**config.mk**
```make
export PLATFORM = sky130hd
export DESIGN_NAME = bitplane_playfield
export DESIGN_NICKNAME = d
export VERILOG_FILES = /design/src/playfield_pkg.sv /design/src/bitplane_playfield.sv
export VERILOG_INCLUDE_DIRS = /design/src
export SDC_FILE = /design/constraint.sdc
export NUM_CORES = 2
export LEC_CHECK = 0
export ABC_AREA = 1
export BUFFER_PORTS_ARGS = -buffer_cell sky130_fd_sc_hd__buf_2
export CORE_UTILIZATION = 40
export CTS_BUF_LIST = sky130_fd_sc_hd__clkbuf_4 sky130_fd_sc_hd__clkbuf_8
export DETAILED_ROUTE_END_ITERATION = 12
export SLEW_MARGIN = 20
export SYNTH_ARGS = -nofsm -noshare
export SYNTH_HDL_FRONTEND = slang
export SYNTH_SLANG_ARGS = --single-unit
```
**constraint.sdc**
```tcl
create_clock -name core_clk_i -period 25.6 [get_ports core_clk_i]
set_clock_uncertainty 0.1 [all_clocks]
set_input_delay 7.68 -clock core_clk_i [delete_from_list [all_inputs] [get_ports core_clk_i]]
set_output_delay 7.68 -clock core_clk_i [all_outputs]
set_load 0.02 [all_outputs]
```
**src/playfield_consts.svh**
```systemverilog
`ifndef PLAYFIELD_CONSTS_SVH
`define PLAYFIELD_CONSTS_SVH
// ----------------------------------------
// register indices (byte address = index * 4)
// ----------------------------------------
`define IDX_CLX_RESULT 10'h00e
`define IDX_CLX_CONTROL 10'h098
`define IDX_PTR_BASE 10'h0e0
`define IDX_PTR_STRIDE 10'h004
`define IDX_PTR_LOW_OFS 10'h002
`define IDX_CTL_MISC 10'h100
`define IDX_CTL_SCROLL 10'h102
`define IDX_CTL_PRIO 10'h104
`define IDX_MOD_ODD 10'h108
`define IDX_MOD_EVEN 10'h10a
`define IDX_DAT_BASE 10'h110
`define IDX_DAT_STRIDE 10'h002
// ----------------------------------------
// field positions
// ----------------------------------------
`define B_HIGH_RESOLUTION_SELECT 15
`define B_COUNT_HI 14
`define B_COUNT_LO 12
`define B_HOLD_MODIFY 11
`define B_DUAL_PF 10
`define B_COMPOSITE 9
`define B_GENLOCK 8
`define B_LIGHT_PEN 3
`define B_INTERLEAVE 2
`define B_EXT_SYNC 1
`define B_PF2_FRONT 6
`define B_PF2_PRI_HI 5
`define B_PF2_PRI_LO 3
`define B_PF1_PRI_HI 2
`define B_PF1_PRI_LO 0
`define B_PF2_SCR_HI 7
`define B_PF2_SCR_LO 4
`define B_PF1_SCR_HI 3
`define B_PF1_SCR_LO 0
`define B_ODD_SPRITE_INCLUDE_HI 15
`define B_ODD_SPRITE_INCLUDE_LO 12
`define B_PLANE_MATCH_INCLUDE_HI 11
`define B_PLANE_MATCH_INCLUDE_LO 6
`define B_PLANE_MATCH_VALUE_HI 5
`define B_PLANE_MATCH_VALUE_LO 0
// ----------------------------------------
// values and counts
// ----------------------------------------
`define RST_WORD 16'h0000
`define RST_PTR 18'h00000
`define PTR_STEP 18'h00001
`define MAX_PLANES 3'h6
`define WORD_PIXELS 5'h10
`define RESP_OKAY 2'h0
`define RESP_SLVERR 2'h2
`endif

```
**src/playfield_pkg.sv**
```systemverilog
package playfield_pkg;
  typedef enum logic [1:0] {
    SER_IDLE = 2'b01,
    SER_SHIFT = 2'b10
  } ser_state_t;

  typedef struct packed {
    logic high_resolution_select;
    logic [2:0] plane_count;
    logic hold_modify;
    logic dual_pf;
    logic composite;
    logic genlock;
    logic light_pen;
    logic interleave;
    logic ext_sync;
    logic pf2_front;
    logic [2:0] pf2_sprite_pri;
    logic [2:0] pf1_sprite_pri;
    logic [3:0] pf2_scroll;
    logic [3:0] pf1_scroll;
  } disp_ctl_t;

  typedef struct packed {
    logic valid;
    logic [5:0] planes;
  } pixel_t;
endpackage

```
**src/bitplane_playfield.sv**
```systemverilog
`timescale 1ns/1ps
`default_nettype none
`include "playfield_consts.svh"

// Function
// - at line end each active plane pointer gains its modulo
// - odd planes use the odd modulo, even planes the even modulo
// - misc control bit 15 selects high resolution
// - bits 14..12 give active plane count, zero to six
// - bit 11 enables hold-and-modify colour
// - bit 10 enables dual playfield, odd planes one, even planes two
// - bit 9 composite video; bit 8 genlock audio on background pin in vblank
// - bits 3,2,1 light pen, interlace, external sync; cleared at reset
// - external sync turns sync pads into inputs
// - scroll register holds playfield two code 7..4, one code 3..0
// - priority bit 6 puts playfield two in front
// - priority bits 5..3 and 2..0 hold sprite priority codes
// - six plane data words, loaded by DMA or processor
// - writing plane one data starts sixteen-pixel serialization
// - each plane word shifts out most significant bit first
// - 18-bit plane pointer written as 3-bit high and 15-bit low parts
// - collision control bits 15..12 OR odd sprites into their pair
// - bits 11..6 enable planes, bits 5..0 give match values
// - disabled planes never block collisions
// - reading the collision result clears it
// - result bit layout: pf-pf, pf-sprite pairs, sprite-sprite; bit 15 unused
module bitplane_playfield import playfield_pkg::*; #(
  parameter int NPLANES = 6
) (
  // clock and reset
  input wire logic core_clk_i,
  input wire logic rst_i,
  // axi4-lite write
  input wire logic s_axi_awvalid_i,
  output logic s_axi_awready_o,
  input wire logic [11:0] s_axi_awaddr_i,
  input wire logic s_axi_wvalid_i,
  output logic s_axi_wready_o,
  input wire logic [31:0] s_axi_wdata_i,
  input wire logic [3:0] s_axi_wstrb_i,
  output logic s_axi_bvalid_o,
  input wire logic s_axi_bready_i,
  output logic [1:0] s_axi_bresp_o,
  // axi4-lite read
  input wire logic s_axi_arvalid_i,
  output logic s_axi_arready_o,
  input wire logic [11:0] s_axi_araddr_i,
  output logic s_axi_rvalid_o,
  input wire logic s_axi_rready_i,
  output logic [31:0] s_axi_rdata_o,
  output logic [1:0] s_axi_rresp_o,
  // plane dma channel
  input wire logic fetch_i,
  input wire logic [2:0] fetch_plane_i,
  input wire logic [15:0] fetch_data_i,
  output logic [17:0] fetch_addr_o,
  // beam timing
  input wire logic line_end_i,
  input wire logic vblank_i,
  input wire logic hsync_gen_i,
  input wire logic vsync_gen_i,
  input wire logic [7:0] sprite_pix_i,
  input wire logic background_i,
  input wire logic genlock_audio_i,
  // sync pads
  input wire logic hsync_pad_i,
  input wire logic vsync_pad_i,
  output logic hsync_pad_o,
  output logic vsync_pad_o,
  output logic sync_pad_oe_o,
  output logic hsync_ext_o,
  output logic vsync_ext_o,
  // display outputs
  output logic background_output_pin_o,
  output pixel_t pixel_o,
  output disp_ctl_t disp_ctl_o
);

  typedef struct packed {
    logic aw_got;
    logic [9:0] aw_idx;
    logic w_got;
    logic [15:0] w_data;
    logic [1:0] w_strb;
    logic awready;
    logic wready;
    logic bvalid;
    logic [1:0] bresp;
    logic arready;
    logic rvalid;
    logic [15:0] rdata;
    logic [1:0] rresp;
    logic [15:0] plane_control_misc;
    logic [15:0] plane_scroll_control;
    logic [15:0] plane_priority_control;
    logic [15:0] odd_plane_modulo;
    logic [15:0] even_plane_modulo;
    logic [15:0] collision_control;
    logic [15:0] collision_result;
    logic [NPLANES-1:0][17:0] ptr;
    logic [NPLANES-1:0][15:0] dat;
    logic [NPLANES-1:0][15:0] shreg;
    ser_state_t ser;
    logic [4:0] bits_left;
    logic half;
    pixel_t pix;
    logic [17:0] fetch_addr;
    logic hs_meta;
    logic vs_meta;
    logic hs_sync;
    logic vs_sync;
    logic hs_out;
    logic vs_out;
    logic sync_oe;
    logic background_output_pin;
    disp_ctl_t disp;
  } state_t;

  state_t s;
  state_t n;
  logic [14:0] hits;
  logic load;
  logic step;
  logic [2:0] active;

  // ----------------------------------------
  // helpers
  // ----------------------------------------
  function automatic logic [15:0] merge(input logic [15:0] old, input logic [15:0] nw, input logic [1:0] strb);
    merge = {strb[1] ? nw[15:8] : old[15:8], strb[0] ? nw[7:0] : old[7:0]};
  endfunction

  function automatic logic [17:0] add_mod(input logic [17:0] p, input logic [15:0] m);
    // modulo is in bytes, pointer counts words
    add_mod = p + {{3{m[15]}}, m[15:1]};
  endfunction

  // disabled planes and planes of the other playfield never veto
  function automatic logic pf_match(input logic [5:0] pl, input logic [5:0] en, input logic [5:0] val,
                                    input logic odd_set);
    pf_match = 1'b1;
    for (int i = 0; i < 6; i++) begin
      if (((i % 2) == (odd_set ? 0 : 1)) && en[i] && (pl[i] != val[i])) begin
        pf_match = 1'b0;
      end
    end
  endfunction

  function automatic logic [2:0] clamp_count(input logic [2:0] c);
    clamp_count = (c > `MAX_PLANES) ? `MAX_PLANES : c;
  endfunction

  // ----------------------------------------
  // collision terms
  // ----------------------------------------
  logic pf1_hit;
  logic pf2_hit;
  logic [3:0] grp;

  always_comb begin
    for (int k = 0; k < 4; k++) begin
      grp[k] = sprite_pix_i[2*k] | (s.collision_control[`B_ODD_SPRITE_INCLUDE_LO + k] & sprite_pix_i[2*k+1]);
    end
    pf1_hit = pf_match(s.pix.planes, s.collision_control[`B_PLANE_MATCH_INCLUDE_HI:`B_PLANE_MATCH_INCLUDE_LO],
                       s.collision_control[`B_PLANE_MATCH_VALUE_HI:`B_PLANE_MATCH_VALUE_LO], 1'b1);
    pf2_hit = pf_match(s.pix.planes, s.collision_control[`B_PLANE_MATCH_INCLUDE_HI:`B_PLANE_MATCH_INCLUDE_LO],
                       s.collision_control[`B_PLANE_MATCH_VALUE_HI:`B_PLANE_MATCH_VALUE_LO], 1'b0);
    hits = '0;
    if (s.pix.valid) begin
      hits[0] = pf1_hit & pf2_hit;
      hits[4:1] = {4{pf1_hit}} & grp;
      hits[8:5] = {4{pf2_hit}} & grp;
      hits[9] = grp[0] & grp[1];
      hits[10] = grp[0] & grp[2];
      hits[11] = grp[0] & grp[3];
      hits[12] = grp[1] & grp[2];
      hits[13] = grp[1] & grp[3];
      hits[14] = grp[2] & grp[3];
    end
  end

  // ----------------------------------------
  // next state
  // ----------------------------------------
  always_comb begin
    n = s;
    load = 1'b0;
    active = clamp_count(s.plane_control_misc[`B_COUNT_HI:`B_COUNT_LO]);
    // axi address and data may arrive in either order
    if (s_axi_awvalid_i && s.awready) begin
      n.aw_got = 1'b1;
      n.aw_idx = s_axi_awaddr_i[11:2];
    end
    if (s_axi_wvalid_i && s.wready) begin
      n.w_got = 1'b1;
      n.w_data = s_axi_wdata_i[15:0];
      n.w_strb = s_axi_wstrb_i[1:0];
    end
    if (s.bvalid && s_axi_bready_i) begin
      n.bvalid = 1'b0;
    end
    // pointers: fetch advance, then line-end modulo
    if (fetch_i && (fetch_plane_i < 3'(NPLANES))) begin
      n.ptr[fetch_plane_i] = s.ptr[fetch_plane_i] + `PTR_STEP;
      n.dat[fetch_plane_i] = fetch_data_i;
      load = (fetch_plane_i == 3'h0);
    end
    if (line_end_i) begin
      for (int p = 0; p < NPLANES; p++) begin
        if (p < int'(active)) begin
          n.ptr[p] = add_mod(n.ptr[p], (p % 2 == 0) ? s.odd_plane_modulo : s.even_plane_modulo);
        end
      end
    end
    if (s.aw_got && s.w_got && !s.bvalid) begin
      n.aw_got = 1'b0;
      n.w_got = 1'b0;
      n.bvalid = 1'b1;
      n.bresp = `RESP_OKAY;
      if (s.aw_idx == `IDX_CTL_MISC) begin
        n.plane_control_misc = merge(s.plane_control_misc, s.w_data, s.w_strb);
      end else if (s.aw_idx == `IDX_CTL_SCROLL) begin
        n.plane_scroll_control = merge(s.plane_scroll_control, s.w_data, s.w_strb);
      end else if (s.aw_idx == `IDX_CTL_PRIO) begin
        n.plane_priority_control = merge(s.plane_priority_control, s.w_data, s.w_strb);
      end else if (s.aw_idx == `IDX_MOD_ODD) begin
        n.odd_plane_modulo = merge(s.odd_plane_modulo, s.w_data, s.w_strb);
      end else if (s.aw_idx == `IDX_MOD_EVEN) begin
        n.even_plane_modulo = merge(s.even_plane_modulo, s.w_data, s.w_strb);
      end else if (s.aw_idx == `IDX_CLX_CONTROL) begin
        n.collision_control = merge(s.collision_control, s.w_data, s.w_strb);
      end else if (s.aw_idx == `IDX_CLX_RESULT) begin
        n.bresp = `RESP_OKAY;
      end else begin
        n.bresp = `RESP_SLVERR;
        for (int p = 0; p < NPLANES; p++) begin
          if (s.aw_idx == `IDX_PTR_BASE + 10'(p) * `IDX_PTR_STRIDE) begin
            n.ptr[p][17:15] = s.w_data[2:0];
            n.bresp = `RESP_OKAY;
          end else if (s.aw_idx == `IDX_PTR_BASE + 10'(p) * `IDX_PTR_STRIDE + `IDX_PTR_LOW_OFS) begin
            n.ptr[p][14:0] = s.w_data[15:1];
            n.bresp = `RESP_OKAY;
          end else if (s.aw_idx == `IDX_DAT_BASE + 10'(p) * `IDX_DAT_STRIDE) begin
            n.dat[p] = merge(s.dat[p], s.w_data, s.w_strb);
            n.bresp = `RESP_OKAY;
            if (p == 0) begin
              load = 1'b1;
            end
          end
        end
      end
    end
    // read side; set wins over the read clear
    // sticky result bits
    n.collision_result = s.collision_result | {1'b0, hits};
    if (s.rvalid && s_axi_rready_i) begin
      n.rvalid = 1'b0;
    end
    if (s_axi_arvalid_i && s.arready) begin
      n.rvalid = 1'b1;
      n.rresp = `RESP_OKAY;
      n.rdata = `RST_WORD;
      if (s_axi_araddr_i[11:2] == `IDX_CLX_RESULT) begin
        n.rdata = s.collision_result;
        n.collision_result = {1'b0, hits};
      end else if (s_axi_araddr_i[11:2] < `IDX_CLX_RESULT || s_axi_araddr_i[11:2] >
                   `IDX_DAT_BASE + 10'(NPLANES - 1) * `IDX_DAT_STRIDE) begin
        n.rresp = `RESP_SLVERR;
      end
    end
    n.awready = !n.aw_got && !n.bvalid;
    n.wready = !n.w_got && !n.bvalid;
    n.arready = !n.rvalid;
    // serializer; lores takes two clocks per pixel
    // high resolution pixel rate
    step = s.plane_control_misc[`B_HIGH_RESOLUTION_SELECT] | s.half;
    n.pix.valid = 1'b0;
    case (s.ser)
      SER_IDLE: begin
        n.half = 1'b0;
      end
      SER_SHIFT: begin
        n.half = !s.half;
        if (step) begin
          for (int p = 0; p < NPLANES; p++) begin
            n.pix.planes[p] = (p < int'(active)) ? s.shreg[p][15] : 1'b0;
            n.shreg[p] = {s.shreg[p][14:0], 1'b0};
          end
          n.pix.valid = 1'b1;
          n.bits_left = s.bits_left - 5'h1;
          if (s.bits_left == 5'h1) begin
            n.ser = SER_IDLE;
          end
        end
      end
      default: begin
        n.ser = SER_IDLE;
      end
    endcase
    if (load) begin
      // plane one write starts the word
      n.shreg = n.dat;
      n.bits_left = `WORD_PIXELS;
      n.half = 1'b0;
      n.ser = SER_SHIFT;
    end
    n.fetch_addr = s.ptr[(fetch_plane_i < 3'(NPLANES)) ? fetch_plane_i : 3'h0];
    // pad inputs pass two flops before use
    n.hs_meta = hsync_pad_i;
    n.vs_meta = vsync_pad_i;
    n.hs_sync = s.hs_meta;
    n.vs_sync = s.vs_meta;
    n.hs_out = hsync_gen_i;
    n.vs_out = vsync_gen_i;
    n.sync_oe = !s.plane_control_misc[`B_EXT_SYNC];
    n.background_output_pin = (s.plane_control_misc[`B_GENLOCK] && vblank_i) ? genlock_audio_i : background_i;
    n.disp.high_resolution_select = s.plane_control_misc[`B_HIGH_RESOLUTION_SELECT];
    n.disp.plane_count = active;
    n.disp.hold_modify = s.plane_control_misc[`B_HOLD_MODIFY];
    n.disp.dual_pf = s.plane_control_misc[`B_DUAL_PF];
    n.disp.composite = s.plane_control_misc[`B_COMPOSITE];
    n.disp.genlock = s.plane_control_misc[`B_GENLOCK];
    n.disp.light_pen = s.plane_control_misc[`B_LIGHT_PEN];
    n.disp.interleave = s.plane_control_misc[`B_INTERLEAVE];
    n.disp.ext_sync = s.plane_control_misc[`B_EXT_SYNC];
    n.disp.pf2_front = s.plane_priority_control[`B_PF2_FRONT];
    n.disp.pf2_sprite_pri = s.plane_priority_control[`B_PF2_PRI_HI:`B_PF2_PRI_LO];
    n.disp.pf1_sprite_pri = s.plane_priority_control[`B_PF1_PRI_HI:`B_PF1_PRI_LO];
    n.disp.pf2_scroll = s.plane_scroll_control[`B_PF2_SCR_HI:`B_PF2_SCR_LO];
    n.disp.pf1_scroll = s.plane_scroll_control[`B_PF1_SCR_HI:`B_PF1_SCR_LO];
  end

  // ----------------------------------------
  // state register
  // ----------------------------------------
  always_ff @(posedge core_clk_i or posedge rst_i) begin
    if (rst_i) begin
      s <= '0;
      s.ser <= SER_IDLE;
      s.sync_oe <= 1'b1;
    end else begin
      s <= n;
    end
  end

  assign s_axi_awready_o = s.awready;
  assign s_axi_wready_o = s.wready;
  assign s_axi_bvalid_o = s.bvalid;
  assign s_axi_bresp_o = s.bresp;
  assign s_axi_arready_o = s.arready;
  assign s_axi_rvalid_o = s.rvalid;
  assign s_axi_rdata_o = {16'h0000, s.rdata};
  assign s_axi_rresp_o = s.rresp;
  assign fetch_addr_o = s.fetch_addr;
  assign hsync_pad_o = s.hs_out;
  assign vsync_pad_o = s.vs_out;
  assign sync_pad_oe_o = s.sync_oe;
  assign hsync_ext_o = s.hs_sync;
  assign vsync_ext_o = s.vs_sync;
  assign background_output_pin_o = s.background_output_pin;
  assign pixel_o = s.pix;
  assign disp_ctl_o = s.disp;

  // ----------------------------------------
  // checks
  // ----------------------------------------
  a_odd_mod_add: assert property (@(posedge core_clk_i) disable iff (rst_i)
    (line_end_i && !fetch_i && active != 3'h0 && !(s.aw_got && s.w_got && !s.bvalid))
    |=> s.ptr[0] == add_mod($past(s.ptr[0]), $past(s.odd_plane_modulo)))
    else $error("odd plane pointer missed modulo");
  a_even_mod_add: assert property (@(posedge core_clk_i) disable iff (rst_i)
    (line_end_i && !fetch_i && active > 3'h1 && !(s.aw_got && s.w_got && !s.bvalid))
    |=> s.ptr[1] == add_mod($past(s.ptr[1]), $past(s.even_plane_modulo)))
    else $error("even plane pointer missed modulo");
  a_ser_start: assert property (@(posedge core_clk_i) disable iff (rst_i)
    load |=> s.ser == SER_SHIFT && s.bits_left == `WORD_PIXELS)
    else $error("plane one load did not start serializer");
  a_msb_first: assert property (@(posedge core_clk_i) disable iff (rst_i)
    (s.ser == SER_SHIFT && step && !load && active != 3'h0) |=> pixel_o.valid && pixel_o.planes[0] == $past(s.shreg[0][15]))
    else $error("pixel is not the word msb");
  a_clx_clear: assert property (@(posedge core_clk_i) disable iff (rst_i)
    (s_axi_arvalid_i && s.arready && s_axi_araddr_i[11:2] == `IDX_CLX_RESULT)
    |=> s.collision_result == {1'b0, $past(hits)} && s_axi_rdata_o[15:0] == $past(s.collision_result))
    else $error("collision read did not clear");
  a_clx_sticky: assert property (@(posedge core_clk_i) disable iff (rst_i)
    !(s_axi_arvalid_i && s.arready) |=> (s.collision_result & $past(s.collision_result)) == $past(s.collision_result))
    else $error("collision bit lost without read");
  a_no_block: assert property (@(posedge core_clk_i) disable iff (rst_i)
    (s.collision_control[`B_PLANE_MATCH_INCLUDE_HI:`B_PLANE_MATCH_INCLUDE_LO] == 6'h00 && s.pix.valid) |-> hits[0])
    else $error("disabled planes blocked collision");
  a_bit15_zero: assert property (@(posedge core_clk_i) disable iff (rst_i)
    s.collision_result[15] == 1'b0)
    else $error("unused collision bit set");
  a_sync_release: assert property (@(posedge core_clk_i) disable iff (rst_i)
    s.plane_control_misc[`B_EXT_SYNC] |=> !sync_pad_oe_o)
    else $error("sync pads driven under external sync");
  a_pf_front: assert property (@(posedge core_clk_i) disable iff (rst_i)
    ##1 disp_ctl_o.pf2_front == $past(s.plane_priority_control[`B_PF2_FRONT]))
    else $error("playfield order not followed");

endmodule
`default_nettype wire

```
==> flow_metrics.env <==
export IMPL_clk_pin_slew_worst_paths_ns=0.05
export IMPL_antenna_left=0
export IMPL_hpwl_um=82000
export IMPL_grt_max_degree=121
export IMPL_slew_headroom_pct=17.8
export IMPL_place_gp_congestion=1.06
export IMPL_grt_antenna_before_repair=1
export IMPL_initial_core_util_pct=40.7
export IMPL_vias=30400
export IMPL_dpl_instance_area_um2=32700
export IMPL_critPathLaunchType="input pin"
export IMPL_fmax_mhz=74.6
export IMPL_finalSetupViolations=0
export IMPL_numCtsBuffers=92
export IMPL_syn_area_um2=31700
export IMPL_routed_wl_um=116000
export IMPL_yosysWarnings=0
export IMPL_post_route_util_pct=44.6
export IMPL_hold_violations=0
export IMPL_grt_overflow=0
export IMPL_grt_pass1_wl_um=174000
export IMPL_numClockSinks=506
export IMPL_maxCapViolCount=0
export IMPL_yosysSeqAreaShare_pct=40.0
export IMPL_status="finished, final reports clean"
export IMPL_critical_path_class="input pin to register"
export IMPL_ir_worst_vdd_mv=0.0445
export IMPL_hp_class="register to register"
export IMPL_die_x_um=284
export IMPL_grt_usage_pct=28.3
export IMPL_worst_path_max_fanout=23
export IMPL_design_area_um2=34800
export IMPL_fin_nets=4652
export IMPL_core_rowCount=102
export IMPL_ys_flop_type="dfrtp_1"
export IMPL_tritoncts="done"
export IMPL_p_leak_nw=17.8
export IMPL_yosys_area_top_type="dfrtp_1"
export IMPL_regArea_um2=12700
export IMPL_synthCells=4406
export IMPL_synth_edff_count=0
export IMPL_cellPowerDensity_nw_per_um2=79.8
export IMPL_finalSetupTns_ns=0
export IMPL_drive_above_1_share_pct=10.7
export IMPL_clockRootBuffer="clkbuf_8"
export IMPL_synth_area_top_cells="dfrtp_1 40%, nand2_1 14%, o21ai_0 7.0%"
export IMPL_timing_final_crit_share_pct=52.3
export IMPL_cp_required_ns=26.09
export IMPL_cts_resized=0
export IMPL_fp_dieH_um=284
export IMPL_period_needed_ns=13.40
export IMPL_drc=0
export IMPL_cts_max_path_buffers=3
export IMPL_worstMarginPinSlew_ns=1.23
export IMPL_synth_top_area_share_pct=39.8
export IMPL_n_fill_cell=8025
export IMPL_end_kind="register"
export IMPL_wl_per_cell_um=20.9
export IMPL_cpMostUsedCell="nand3_1"
export IMPL_die_area_um2=80400
export IMPL_ys_types=58
export IMPL_areaGrowthSynthToFinish_pct=9.77
export IMPL_cp_slowest_cell="xor2_1"
export IMPL_critPathMaxStageDelay_ns=0.89
export IMPL_coreArea_um2=78000
export IMPL_arrival_ns=13.89
export IMPL_finalMaxSlewViolations=0
export IMPL_vias_per_cell=5.47
export IMPL_drt_iter0_drc=3060
export IMPL_cts_hold_buf=0
export IMPL_ios=201
export IMPL_postCtsSetupBuffers=0
export IMPL_async_flop_share_pct=100
export IMPL_dr_pass1_iters=8
export IMPL_multi_input_area_um2=15900
export IMPL_port_buffers=159
export IMPL_ctsHtreeMaxLevel=3
export IMPL_synth_avg_cell_area_um2=7.19
export IMPL_rsz0062_at_grt="false"
export IMPL_grt_pass1_vias=28100
export IMPL_ys_ff_latch=506
export IMPL_insertion_delay_ns=0.73
==> synth_stat cells, drive strengths merged (2+ instances only) <==
master / instances
a211oi: 50
a21boi: 22
a21o: 19
a21oi: 336
a22oi: 5
a31o: 8
a31oi: 21
a32o: 2
and2: 10
buf: 155
clkbuf: 132
clkinv: 4
dfrtp: 504
dfstp: 2
fa: 6
ha: 106
inv: 450
mux2i: 3
nand2: 1190
nand3: 363
nand3b: 8
nand4: 21
nor2: 316
nor3: 23
nor4: 10
o2111ai: 3
o211ai: 38
o21a: 5
o21ai: 470
o21bai: 7
o221ai: 3
o22ai: 23
o31ai: 7
o41ai: 2
or2: 41
xnor2: 12
xor2: 23
==> critical path: cells and delay by family <==
family	cells	cell delay, ns
AO/OA/AOI/OAI	4	1.01
XOR/XNOR	1	0.89
adder cells (fa/ha/maj)	2	0.95
buffers and inverters	7	1.38
AND/OR/NAND/NOR	12	1.92
==> report_power, final <==
| part | leakage, nW | total [mW] | switching [mW] | internal (mW) |
|---|---|---|---|---|
| registers | 6.25 | 1.12 | 0.171 | 0.944 |
| clock network | 1.10 | 0.855 | 0.370 | 0.485 |
| logic | 10.4 | 0.807 | 0.570 | 0.238 |
| total | 17.8 | 2.78 | 1.11 | 1.67 |
==> cells by family after synthesis <==
family,share of synthesized area [%]
AO/OA/AOI/OAI,17.8
XOR/XNOR,1.16
adder cells (fa/ha/maj),4.56
buffers and inverters,10.2
flip-flops,40.0
multiplexers,0.130
other,0.0118
AND/OR/NAND/NOR,26.1
==> registers in the layout (all words and copies together), names as in the netlist, 7 cells and up <==
register and count:
disp_ctl_o 26, fetch_addr_o 18, n 25, pixel_o 7
s 402, s_axi_rdata_o 15
==> per-layer routing <==
layer	part of all wire, %	routed length (µm)	track usage, %
met4	3.9	4550	10.9
met5	0	0	0
met3	8.1	9440	4.28
met2	45	52500	45.0
met1	43	49400	38.8
==> final cells by class <==
cell class	count	area share, %
sequential	506	36.4
tap	1040	3.74
clock buffer	145	5.21
clock inverter	22	0.708
antenna	3	0.0216
multi-input combinational	3177	45.7
inverter	454	4.92
timing repair buffer	206	3.30
==> path summary, 6_finish.rpt <==
| kind | start | endpoint | slack (ns) | depth (start not counted) |
|---|---|---|---|---|
| hold reg to reg | n[30]$_DFF_PP0_ | vsync_ext_o$_DFF_PP0_ | 0.25 | 0 |
| max in group asynchronous | rst_i | s[208]$_DFF_PP0_ | 15.44 | 5 |
| setup / recovery | fetch_plane_i[1] | s[274]$_DFF_PP0_ | 12.20 | 26 |
| hold / removal | n[30]$_DFF_PP0_ | vsync_ext_o$_DFF_PP0_ | 0.25 | 0 |
| min in group asynchronous | rst_i | n[31]$_DFF_PP0_ | 7.07 | 2 |
| setup reg to reg | s[524]$_DFFE_PP0P_ | s[107]$_DFFE_PP0P_ | 20.04 | 17 |
==> stage by stage <==
step / total power [mW] / std cells / hold slack (ns) / worst slack, ns
final: 2.78 / 5553 / 0.249 / 12.20
after global routing: 2.92 / 5552 / 0.255 / 11.90
after CTS: 2.77 / 5550 / 0.250 / 12.45
after detailed placement: 1.91 / 5383 / 0.237 / 11.71
after global placement: 1.90 / 5383 / 0.234 / 11.64
after floorplan: 1.60 / 4424 / 0.231 / 3.69
==> cell usage in the layout, fill, tap and decap left out, types with 23 or more instances in the layout <==
cell type / synthesis / layout
a211oi_1: 50 / 50
a21oi_1: 336 / 336
buf_2: 41 / 159
buf_4: 101 / 47
clkbuf_4: 0 / 29
clkbuf_8: 0 / 116
dfrtp_1: 504 / 504
ha_1: 106 / 106
inv_1: 437 / 434
nand2_1: 1187 / 1187
nand3_1: 360 / 360
nor2_1: 299 / 295
o211ai_1: 38 / 38
o21ai_0: 445 / 445
o21ai_1: 25 / 25
o22ai_1: 23 / 23
or2_2: 41 / 41
No activity file was read; power rests on OpenSTA's default activity.
